`src/rtl/ctsc_params.svh`:
```
// Offsets, reset values and timing counts of the touch scan controller
`ifndef CTSC_PARAMS_SVH
`define CTSC_PARAMS_SVH

// ------------------------------------------------------------------
// Register indices (byte address = index * 4)
// ------------------------------------------------------------------
`define CTSC_IDX_PAD_LOW      8'h26
`define CTSC_IDX_PAD_MID      8'h27
`define CTSC_IDX_PAD_C        8'h28
`define CTSC_IDX_PAD_D        8'h29
`define CTSC_IDX_ANA_CFG      8'h2b
`define CTSC_IDX_PWR_SW       8'h2d
`define CTSC_IDX_PAD_E        8'h51
`define CTSC_IDX_PAD_F        8'h52
`define CTSC_IDX_SCAN_CTRL    8'h60
`define CTSC_IDX_SCAN_CFG     8'h61
`define CTSC_IDX_PULL_CUR     8'h62
`define CTSC_IDX_RAW_COUNT    8'h63
`define CTSC_IDX_STATUS       8'h64

// ------------------------------------------------------------------
// Reset values and field positions
// ------------------------------------------------------------------
`define CTSC_RST_ANA_CFG      6'h2f
`define CTSC_RST_PWR_SW       8'h53
`define CTSC_PWR_SW_MASK      8'h53
`define CTSC_RST_COUNT_RESOLUTION         3'h7
`define CTSC_RST_PULL_HI      1'h1
`define CTSC_RST_PULL_LO      8'h00
`define CTSC_PD_TOUCH_BIT     1
`define CTSC_MID_MASK         8'h0f

// ------------------------------------------------------------------
// Timing
// ------------------------------------------------------------------
`define CTSC_CLK_HZ           50000000
`define CTSC_SLOW_FE_HZ       400000
`define CTSC_SLOW_HALF        (`CTSC_CLK_HZ / (2 * `CTSC_SLOW_FE_HZ))
`define CTSC_SPREAD_MIN_HALF  8
`define CTSC_RES_BASE_BITS    9

`endif

```
`src/rtl/ctsc_pkg.sv`:
```
// Types of the touch scan controller
package ctsc_pkg;

  // ----------------------------------------------------------------
  // Scan sequencer states
  // ----------------------------------------------------------------
  typedef enum logic {
    CTSC_IDLE,
    CTSC_SCAN
  } ctsc_state_t;

  // ----------------------------------------------------------------
  // Whole module state
  // ----------------------------------------------------------------
  typedef struct packed {
    logic [5:0][7:0] padSel;       // Pad select bytes, low to group f
    logic [5:0]      anaCfg;       // Resistor and threshold selects
    logic [7:0]      pwrSw;        // Analog power switches
    logic            touchEn;      // Touch enable
    logic            parallel;     // Parallel scanning
    logic [5:0]      chanAddr;     // Addressed channel
    logic [5:0]      feDiv;        // Front-end divider code
    logic [2:0]      count_resolution;         // Count resolution
    logic [1:0]      cntSel;       // Count clock select
    logic [7:0]      pullLo;       // Pull current low byte
    logic            pullHi;       // Pull current high bit
    logic [15:0]     rawCount;     // Capacitance counter
    logic            irqFlag;      // Touch interrupt flag
    ctsc_state_t     state;        // Scan sequencer
    logic [5:0]      feCnt;        // Front-end half period counter
    logic            feClk;        // Front-end clock level
    logic [2:0]      ctCnt;        // Count clock prescaler
    logic [7:0]      lfsr;         // Spread spectrum source
    logic            pready;       // APB ready
    logic [31:0]     prdata;       // APB read data
    logic            pslverr;      // APB error
    logic [47:0]     padEnable;    // Pad sense function enables
    logic [47:0]     padDrive;     // Pad scan timing
    logic            analogOn;     // Analog touch block on
  } ctsc_state_s_t;

endpackage : ctsc_pkg

```
`src/rtl/ctsc_top.sv`:
```
// Capacitive touch scan controller with APB register access
//
// Behaviour
// Pad select only enables pad touch function
// Parallel scan drives timing on selected pads
// Low select bit n enables channel n
// Mid select low nibble maps channels 8-11
// Groups c-f map channels 16-47
// Resistor select in bits 5..3
// Threshold select in bits 2..0
// Power-down bit 1 disables touch block
// Touch enable zero forces touch off
// Software configures, starts, then reads result
// Completion visible by polling or interrupt
// Counter width is resolution plus nine
// Count clock 24, 12, 6, 4 MHz; code divides the 50 MHz mclk by 1, 2, 4, 6
// Software keeps count clock twice front-end
// Divider codes 0-60 fixed, 61 slow
// Codes 62, 63 give spread front-end clock
// Pull current code is high bit, byte
// Pull current resets to high one, low zero
// Raw count is live counter value
// Start rises begins, clears after, abort
// Parallel bit picks parallel or single channel
// Flag set on completion, written zero clears
// Counter restarts, saturates at width maximum
`include "ctsc_params.svh"

module ctsc_top
  import ctsc_pkg::*;
(
  input  wire logic        mclk,          // System clock
  input  wire logic        reset,         // Synchronous reset
  input  wire logic        psel,          // APB select
  input  wire logic        penable,       // APB enable
  input  wire logic        pwrite,        // APB direction
  input  wire logic [11:0] paddr,         // APB byte address
  input  wire logic [31:0] pwdata,        // APB write data
  output logic      [31:0] prdata,        // APB read data
  output logic             pready,        // APB ready
  output logic             pslverr,       // APB error
  input  wire logic        senseActive,   // Comparator: keep counting
  input  wire logic        frontEndDone,  // Analog front end ends scan
  output logic      [47:0] padEnable,     // Touch function enable per pad
  output logic      [47:0] padDrive,      // Charge timing per pad
  output logic             analogOn,      // Analog touch block powered
  output logic      [2:0]  refResSel,     // Reference resistor code
  output logic      [2:0]  vthSel,        // Threshold voltage code
  output logic      [8:0]  pullCode,      // Pull-up current code
  output logic             touchIrqFlag   // Touch interrupt flag level
);

  // ----------------------------------------------------------------
  // Helper functions
  // ----------------------------------------------------------------

  // Largest count for a resolution setting
  function automatic logic [15:0] countMax(input logic [2:0] count_resolution);
    logic [4:0] bits;
    bits = 5'(count_resolution) + 5'(`CTSC_RES_BASE_BITS);
    return 16'((32'h1 << bits) - 32'h1);
  endfunction : countMax

  // Count clock prescale, mclk ticks per count tick
  function automatic logic [2:0] countDiv(input logic [1:0] sel);
    unique case (sel)
      2'h0: return 3'h1;
      2'h1: return 3'h2;
      2'h2: return 3'h4;
      2'h3: return 3'h6;
    endcase
  endfunction : countDiv

  // Front-end half period in mclk ticks
  function automatic logic [5:0] halfPeriod(input logic [5:0] code,
                                            input logic [7:0] rnd);
    if (code <= 6'd60) begin
      return 6'(code >> 1) + 6'h04;
    end else if (code == 6'd61) begin
      return 6'(`CTSC_SLOW_HALF);
    end else begin
      // Sum of three small random terms bunches near the centre
      return 6'(`CTSC_SPREAD_MIN_HALF) + 6'(rnd[2:0]) + 6'(rnd[5:3])
             + 6'(rnd[7:6]);
    end
  endfunction : halfPeriod

  // Pad enable vector from the select bytes
  function automatic logic [47:0] padMap(input logic [5:0][7:0] sel);
    return {sel[5], sel[4], sel[3], sel[2], 4'h0, sel[1][3:0],
            sel[0]};
  endfunction : padMap

  // Single channel mask, empty for an unused address
  function automatic logic [47:0] chanMask(input logic [5:0] addr);
    if ((addr >= 6'd12 && addr <= 6'd15) || addr > 6'd47) begin
      return 48'h0;
    end
    return 48'h1 << addr;
  endfunction : chanMask

  // ----------------------------------------------------------------
  // State
  // ----------------------------------------------------------------
  ctsc_state_s_t r;            // Registered state
  ctsc_state_s_t n;            // Next state
  logic [7:0]    regIdx;       // Word index of the access
  logic          addrOk;       // Address inside the register window
  logic          wrEn;         // Write takes effect this edge
  logic          cntTick;      // Count clock tick
  logic          scanEnd;      // Scan completes this edge

  assign regIdx  = paddr[9:2];
  assign addrOk  = (paddr[1:0] == 2'h0) && (paddr[11:10] == 2'h0);
  assign wrEn    = psel && penable && pwrite && r.pready;
  assign cntTick = (r.ctCnt == countDiv(r.cntSel) - 3'h1);
  assign scanEnd = (r.state == CTSC_SCAN) &&
                   (frontEndDone || r.rawCount == countMax(r.count_resolution));

  // ----------------------------------------------------------------
  // Next state
  // ----------------------------------------------------------------
  always_comb begin
    n = r;
    n.pready  = 1'b0;
    n.pslverr = 1'b0;
    n.lfsr    = {r.lfsr[6:0], r.lfsr[7] ^ r.lfsr[5] ^ r.lfsr[4] ^ r.lfsr[3]};

    // APB setup phase: prepare answer for the access phase
    if (psel && !penable) begin
      n.pready  = 1'b1;
      n.prdata  = 32'h0;
      n.pslverr = !addrOk;
      if (addrOk) begin
        unique case (regIdx)
          `CTSC_IDX_PAD_LOW:   n.prdata = 32'(r.padSel[0]);
          `CTSC_IDX_PAD_MID:   n.prdata = 32'(r.padSel[1]);
          `CTSC_IDX_PAD_C:     n.prdata = 32'(r.padSel[2]);
          `CTSC_IDX_PAD_D:     n.prdata = 32'(r.padSel[3]);
          `CTSC_IDX_PAD_E:     n.prdata = 32'(r.padSel[4]);
          `CTSC_IDX_PAD_F:     n.prdata = 32'(r.padSel[5]);
          `CTSC_IDX_ANA_CFG:   n.prdata = 32'(r.anaCfg);
          `CTSC_IDX_PWR_SW:    n.prdata = 32'(r.pwrSw);
          `CTSC_IDX_SCAN_CTRL: n.prdata = {18'h0, r.chanAddr, 5'h0, r.touchEn,
                                           r.parallel, r.state == CTSC_SCAN};
          `CTSC_IDX_SCAN_CFG:  n.prdata = {18'h0, r.cntSel, 1'b0, r.count_resolution,
                                           2'h0, r.feDiv};
          `CTSC_IDX_PULL_CUR:  n.prdata = {23'h0, r.pullHi, r.pullLo};
          `CTSC_IDX_RAW_COUNT: n.prdata = 32'(r.rawCount);
          `CTSC_IDX_STATUS:    n.prdata = {30'h0, r.state == CTSC_SCAN,
                                           r.irqFlag};
          default:             n.pslverr = 1'b1;  // Unmapped word
        endcase
      end
    end

    // Register writes at the completing access edge
    if (wrEn && addrOk) begin
      unique case (regIdx)
        `CTSC_IDX_PAD_LOW:   n.padSel[0] = pwdata[7:0];
        `CTSC_IDX_PAD_MID:   n.padSel[1] = pwdata[7:0] & `CTSC_MID_MASK;
        `CTSC_IDX_PAD_C:     n.padSel[2] = pwdata[7:0];
        `CTSC_IDX_PAD_D:     n.padSel[3] = pwdata[7:0];
        `CTSC_IDX_PAD_E:     n.padSel[4] = pwdata[7:0];
        `CTSC_IDX_PAD_F:     n.padSel[5] = pwdata[7:0];
        `CTSC_IDX_ANA_CFG:   n.anaCfg = pwdata[5:0];
        `CTSC_IDX_PWR_SW:    n.pwrSw = pwdata[7:0] & `CTSC_PWR_SW_MASK;
        `CTSC_IDX_SCAN_CTRL: begin
          n.parallel = pwdata[1];
          n.touchEn  = pwdata[2];
          n.chanAddr = pwdata[13:8];
          if (pwdata[0] && r.state == CTSC_IDLE) begin
            // Rising start bit: new scan from a cleared counter
            n.state    = CTSC_SCAN;
            n.rawCount = 16'h0;
            n.feCnt    = 6'h0;
            n.feClk    = 1'b0;
            n.ctCnt    = 3'h0;
          end else if (!pwdata[0] && r.state == CTSC_SCAN) begin
            // Start cleared mid-scan: stop at once, no flag unless the scan also completes at this edge
            n.state = CTSC_IDLE;
          end
        end
        `CTSC_IDX_SCAN_CFG: begin
          n.feDiv  = pwdata[5:0];
          n.count_resolution   = pwdata[10:8];
          n.cntSel = pwdata[13:12];
        end
        `CTSC_IDX_PULL_CUR: begin
          n.pullLo = pwdata[7:0];
          n.pullHi = pwdata[8];
        end
        `CTSC_IDX_STATUS: begin
          if (!pwdata[0]) begin
            n.irqFlag = 1'b0;
          end
        end
        default: ;  // Read-only or unmapped
      endcase
    end

    // Scan engine
    if (r.state == CTSC_SCAN && n.state == CTSC_SCAN) begin
      // Front-end charge clock
      if (r.feCnt >= halfPeriod(r.feDiv, r.lfsr) - 6'h1) begin
        n.feCnt = 6'h0;
        n.feClk = !r.feClk;
      end else begin
        n.feCnt = r.feCnt + 6'h1;
      end
      // Count clock prescaler
      n.ctCnt = cntTick ? 3'h0 : r.ctCnt + 3'h1;
      // Live counter, held at the width maximum
      if (cntTick && senseActive && r.rawCount != countMax(r.count_resolution)) begin
        n.rawCount = r.rawCount + 16'h1;
      end
    end
    // Completion wins over an abort written at the same edge
    if (scanEnd) begin
      n.state   = CTSC_IDLE;
      n.irqFlag = 1'b1;
    end
    // Narrower resolution pulls a held count back inside the width
    if (n.rawCount > countMax(n.count_resolution)) begin
      n.rawCount = countMax(n.count_resolution);
    end
    if (n.state == CTSC_IDLE) begin
      n.feClk = 1'b0;
    end

    // Pad side outputs
    n.padEnable = padMap(n.padSel);
    if (n.state == CTSC_SCAN && n.feClk) begin
      n.padDrive = n.parallel ? n.padEnable : chanMask(n.chanAddr);
    end else begin
      n.padDrive = 48'h0;
    end
    n.analogOn = n.touchEn && !n.pwrSw[`CTSC_PD_TOUCH_BIT];
  end

  // ----------------------------------------------------------------
  // State register
  // ----------------------------------------------------------------
  always_ff @(posedge mclk) begin
    if (reset) begin
      r          <= '0;
      r.anaCfg   <= `CTSC_RST_ANA_CFG;
      r.pwrSw    <= `CTSC_RST_PWR_SW;
      r.count_resolution     <= `CTSC_RST_COUNT_RESOLUTION;
      r.pullHi   <= `CTSC_RST_PULL_HI;
      r.pullLo   <= `CTSC_RST_PULL_LO;
      r.lfsr     <= 8'h01;
      r.state    <= CTSC_IDLE;
    end else begin
      r <= n;
    end
  end

  // ----------------------------------------------------------------
  // Outputs
  // ----------------------------------------------------------------
  assign prdata       = r.prdata;
  assign pready       = r.pready;
  assign pslverr      = r.pslverr;
  assign padEnable    = r.padEnable;
  assign padDrive     = r.padDrive;
  assign analogOn     = r.analogOn;
  assign refResSel    = r.anaCfg[5:3];
  assign vthSel       = r.anaCfg[2:0];
  assign pullCode     = {r.pullHi, r.pullLo};
  assign touchIrqFlag = r.irqFlag;
endmodule : ctsc_top

```
`config.mk`:
```
export PLATFORM = sky130hd
export DESIGN_NAME = ctsc_top
export DESIGN_NICKNAME = d
export VERILOG_FILES = /design/src/rtl/ctsc_pkg.sv /design/src/rtl/ctsc_top.sv
export VERILOG_INCLUDE_DIRS = /design/src /design/src/rtl
export SDC_FILE = /design/constraint.sdc
export NUM_CORES = 1
export LEC_CHECK = 0
export BUFFER_PORTS_ARGS = -buffer_cell sky130_fd_sc_hd__buf_2
export CORE_MARGIN = 4
export CORE_UTILIZATION = 52
export DETAILED_ROUTE_END_ITERATION = 6
export GPL_TIMING_DRIVEN = 0
export PLACE_DENSITY = 0.75
export SYNTH_ARGS = -nofsm -noshare
export SYNTH_HDL_FRONTEND = slang
export SYNTH_SLANG_ARGS = --single-unit
```
`constraint.sdc`:
```
create_clock -name mclk -period 8.31 [get_ports mclk]
set_input_delay 0.4155 -clock mclk [delete_from_list [all_inputs] [get_ports mclk]]
set_output_delay 0.4155 -clock mclk [all_outputs]
set_load 0.02 [all_outputs]
```
# After elaboration in Yosys (flattened, before gate mapping)
# Cells that the tools add are included.
totals:
  ff_bits: 249
  in_bits: 51
  output_inout_bits: 147
  word_cells: 163
op_classes:
  add_sub_neg: 13
  n_lt_le_gt_ge: 6
  eq_ne: 21
  shift: 3
  n_mux: 42
  bitwise: 6
  n_reduce_logical: 40
ops:
  columns: ["cell", "n"]
  rows:
  - ["$pmux W16 S13", 1]
  - ["$mux W48", 3]
  - ["$mux W118", 1]
  - ["$mux W16", 5]
  - ["$eq A8 B7 Y1 const B", 7]
  - ["$eq A8 B6 Y1 const B", 6]
  - ["$mux W8", 6]
  - ["$shl A1 B6 Y48 const A", 1]
  - ["$mux W34", 1]
  - ["$shl A1 B5 Y16 const A", 2]
  - ["$sub A16 B1 Y16 const B", 2]
  - ["$mux W6", 5]
  - ["$mux W11", 2]
  - ["$mux W10", 2]
  - ["$mux W17", 1]
  - ["$add A16 B1 Y16 const B", 1]
  - ["$eq A16 B16 Y1", 1]
  - ["$gt A16 B16 Y1", 1]
  - ["$ne A16 B16 Y1", 1]
  - ["$logic_and A1 B1 Y1", 15]
  - ["$reduce_or A13 Y1", 1]
  - ["$pmux W3 S4", 1]
  - ["$add A3 B4 Y5 const B", 2]
  - ["$reduce_bool A2 Y1", 5]
  - ["other kinds (33)", 58]

# Depth between registers and ports, before layout
depth:
  word_depth: 17
  mapped_depth: 27

# Worst setup path before layout
# Ideal clock, no wire load.
synth_path:
  path_kind: "in2reg"
  start: "in paddr[1]"
  end: "reg r[157] in the netlist's numbering"
  arrival_ps: 5595
  required_time_ps: 8194
  path_slack_ps: 2599
  cell_stages: 21
  n_path_buf: 3
  cell_sequence: "or4_4 -> buf_6 -> nor4_4 -> mux2i_1 -> inv_1 -> ha_1 -> clkbuf_1 -> nor3_1 -> inv_1 -> ha_1 -> inv_1 -> xnor2_1 -> ha_1 -> or4_1 -> o221ai_1 -> o21ai_0 -> a21oi_1 -> or2_2 -> clkbuf_1 -> o32ai_1 -> a31o_2"
synth_lines:
  columns: ["item", "line_no", "rtl"]
  rows:
  - ["start, declared", "ctsc_top.sv:37", "input wire logic [11:0] paddr,"]
  - ["end signal, assigned", "ctsc_top.sv:255", "r <= n;"]
  - ["end, declared", "ctsc_top.sv:105", "ctsc_state_s_t r;"]

# Worst setup path after layout
layout_path:
  start: "reg r[179] in the netlist's numbering"
  end: "reg r[157] in the netlist's numbering"
layout_via:
  elab_chain_len: 9
  word_cells_on_any_way: 14
layout_lines:
  columns: ["item", "line_no", "rtl"]
  rows:
  - ["$add A3 B4 Y5", "ctsc_top.sv:60", "bits = 5'(count_resolution) + 5'(`CTSC_RES_BASE_BITS);"]
  - ["$shl A1 B5 Y16", "ctsc_top.sv:61", "return 16'((32'h1 << bits) - 32'h1);"]
  - ["$sub A16 B1 Y16", "ctsc_top.sv:61", null]
  - ["$ne A16 B16 Y1", "ctsc_top.sv:214", "if (cntTick && senseActive && r.rawCount != countMax(r.count_resolution)) begin"]
  - ["$logic_and A1 B1 Y1", "ctsc_top.sv:214", null]
  - ["$mux W16", "ctsc_top.sv:214", null]
  - ["$mux W16", "ctsc_top.sv:203", "if (r.state == CTSC_SCAN && n.state == CTSC_SCAN) begin"]
  - ["$gt A16 B16 Y1", "ctsc_top.sv:224", "if (n.rawCount > countMax(n.count_resolution)) begin"]
  - ["$mux W16 (*)", "ctsc_top.sv:224", null]
# Mark *: on every way between the ends. The rest lies on a longest branch, timed or not. The select of a mux whose other input is x is not followed.
# A chain may end at the register's enable or synchronous reset.

==> out/metrics.cfg <==
[sta]
fin_tns_setup_ps=0
period_needed_ps=6771
drv_slew=0
rsz0062_at_grt=no
tightest_slew_ps=1109
hold_viol=0
fin_crit_sh_pct=81.48
maxSlewHeadroom_pct=25.42
clock.fmax_ghz=0.1477
setup_viol=0
fin_skew_ps=10.40

[routing]
wl_met1_mm=14.91
dr.max_layer_used=met5
wirelength_mm=35.92
drt-pass1-iter-count=6
wl_per_cell_um=20.18
ant_nets=0
viasPerCell=5.906
via_count=10510
drcViolationCount=0
wl_met2_mm=15.60
met3_length_mm=4.162
drtIter0Drc=1107

[setup_path]
crit_fanout=10
arrival_ps=7100
endpoint_kind=register
r2r_cells=24
cp-start-kind=register
worstSetupPathType=register to register
rrSetupSlack_ps=1540
worstPathRequired_ps=8640

[floorplanning]
core-area_sq_um=20360
start_util_pct=53.26
die_y_um=152.4
die_w_um=152.4
die-area_sq_um=23230
core.rowCount=52
io_pins=198

[clock_network]
clk_latency_ps=440
post_cts_resized=0
clock_tree.root_cell=clkbuf_16
clock_path_buffers=2
cts_setup_buffers=0
cts_made_buffers=17
clkSinkCount=185
clkTransAtPathRegs_ps=70
cts_tree=yes
htreeDepth=4
holdBufCountCts=0

[finish]
multi_input_area_sq_um=5744
fill_cells=1841
regArea_sq_um=3704
final_cells=1780
areaGrowthSynthToFinish_pct=16.49
design_area_sq_um=12630
fin_nets=1583
final_layout_size_suffix_gt1_share_pct=25.33

[placed_design]
dpl.hpwl_mm=27.75
dp_cells=1746
gp_congestion=1.012
io_buffers=153
post_dp_cell_area_sq_um=12040

[logic_synthesis]
yosysWarnings=0
synth_most_common_cell=dfxtp_1
synthArstFlopShare_pct=0
ys.flop_type=dfxtp_1
yosys.area.top_type=dfxtp_1
syn_area_per_cell_sq_um=8.349
ys_types=86
yosys-top-cells-count=dfxtp_1 (185), nor2_1 (155), buf_4 (144)
synth-edff-count=0
yosysTopAreaCellShare_pct=34.15
syn_area_sq_um=10850
yosysSeqAreaShare_pct=34.15
syn_inst=1299
synth_area_leaders=dfxtp_1 (34%), buf_4 (10%), mux2i_1 (6.2%)
ys_seq_elements=185

[grt]
grt_max_degree=19
grt_pass1_vias=10030
grt_pass1_wl_mm=55.70
grt-ovfl-total=0
track_usage_pct=30.00
antenna_found_initial=3

[status]
outcome=complete, no violations

[flow_run]
cap_violations=0

[power]
p_per_area_nw_per_um2=143.3
power_mw=1.810
power.leakage_nw=5.661
ir_drop_mv=0.1692

[min_path]
hold_class=input port to register
holdPathStages=3

cell families after synthesis:
family	share of synthesized area [%]
compound gates	16.47
xor+xnor	1.615
fa+ha+maj	4.546
buf+inv	13.72
flops	34.15
mux	7.603
other cells	0.06925
simple gates	21.83
per-layer routing:
layer | vias up | global-route usage (%)
li1 | 4828 | -
met3 | 108 | 7.668
met4 | 2 | 11.03
met2 | 659 | 45.68
met5 | - | 0
met1 | 4915 | 41.31
state kept, by name, summed over array words and instances (netlist names):
signal,flops
refResSel,3
vthSel,3
r,90
padEnable,5
pullCode,9
touchIrqFlag,1
analogOn,1
n,7
pready,1
padDrive,48
prdata,16
pslverr,1
through the flow:
step,util (%),worst slack [ps],hold WS (ps)
floorplan,-,2599,432.3
global placement,59.12,1364,441.4
detailed placement,59.12,1321,447.2
CTS,62.01,1629,267.5
global route,62.04,1058,302.1
finish,62.04,1539,282.1
worst max-delay path, stage by stage, from the launching register on:
cell and delay, ps:
dfxtp_1 340, buf_2 190, nand2_1 120, inv_1 80
ha_1 190, clkbuf_1 190, nand4b_1 400, nand2b_1 270
ha_1 320, or4_1 510, a21boi_0 280, o2111a_1 250
and3_1 240, or2_0 350, a2bb2oi_1 260, inv_1 70
ha_1 190, or4_1 490, o221ai_1 160, o21ai_0 130
a21oi_1 570, or2_2 230, clkbuf_1 390, o32ai_1 170
a31o_2 240
area by class of cell:
| cell class | count | area share [%] |
|---|---|---|
| Clock buffer | 18 | 3.397 |
| Buffer | 219 | 11.00 |
| Timing Repair Buffer | 153 | 6.061 |
| Sequential cell | 185 | 29.32 |
| Clock inverter | 14 | 1.268 |
| Antenna cell | 2 | 0.03962 |
| Multi-Input combinational cell | 893 | 45.47 |
| Inverter | 26 | 0.7725 |
| Tap cell | 270 | 2.674 |
cell usage in the layout, fill, tap and decap left out, types with 16 or more instances in the layout:
cell	Yosys	layout
nor2_1	155	155
conb_1	2	26
nand3_1	45	45
mux2i_1	67	67
o22a_1	41	41
nor2b_1	16	16
nor3_1	29	29
a22oi_1	20	20
ha_1	33	33
nand2b_1	22	22
buf_4	144	144
nand2_1	118	118
buf_2	16	169
dfxtp_1	185	185
clkbuf_1	55	56
a21oi_1	63	63
inv_1	25	25
o21ai_0	24	24
clkbuf_16	0	17
power by group:
group / internal (mW) / total, mW / switching (mW)
clock: 0.428 / 0.820 / 0.392
sequential: 0.889 / 0.890 / 0.00175
combinational: 0.0302 / 0.100 / 0.0699
total: 1.35 / 1.81 / 0.463
final timing paths:
kind,start,end
worst min-delay path,pwdata[13],r[177]$_SDFFE_PP0P_
worst max register to register,r[179]$_SDFF_PP1_,r[157]$_SDFF_PP0_
worst min register to register,prdata[7]$_SDFFE_PP0P_,prdata[7]$_SDFFE_PP0P_
worst max-delay path,r[179]$_SDFF_PP1_,r[157]$_SDFF_PP0_
(Power assumes the default switching activity.)
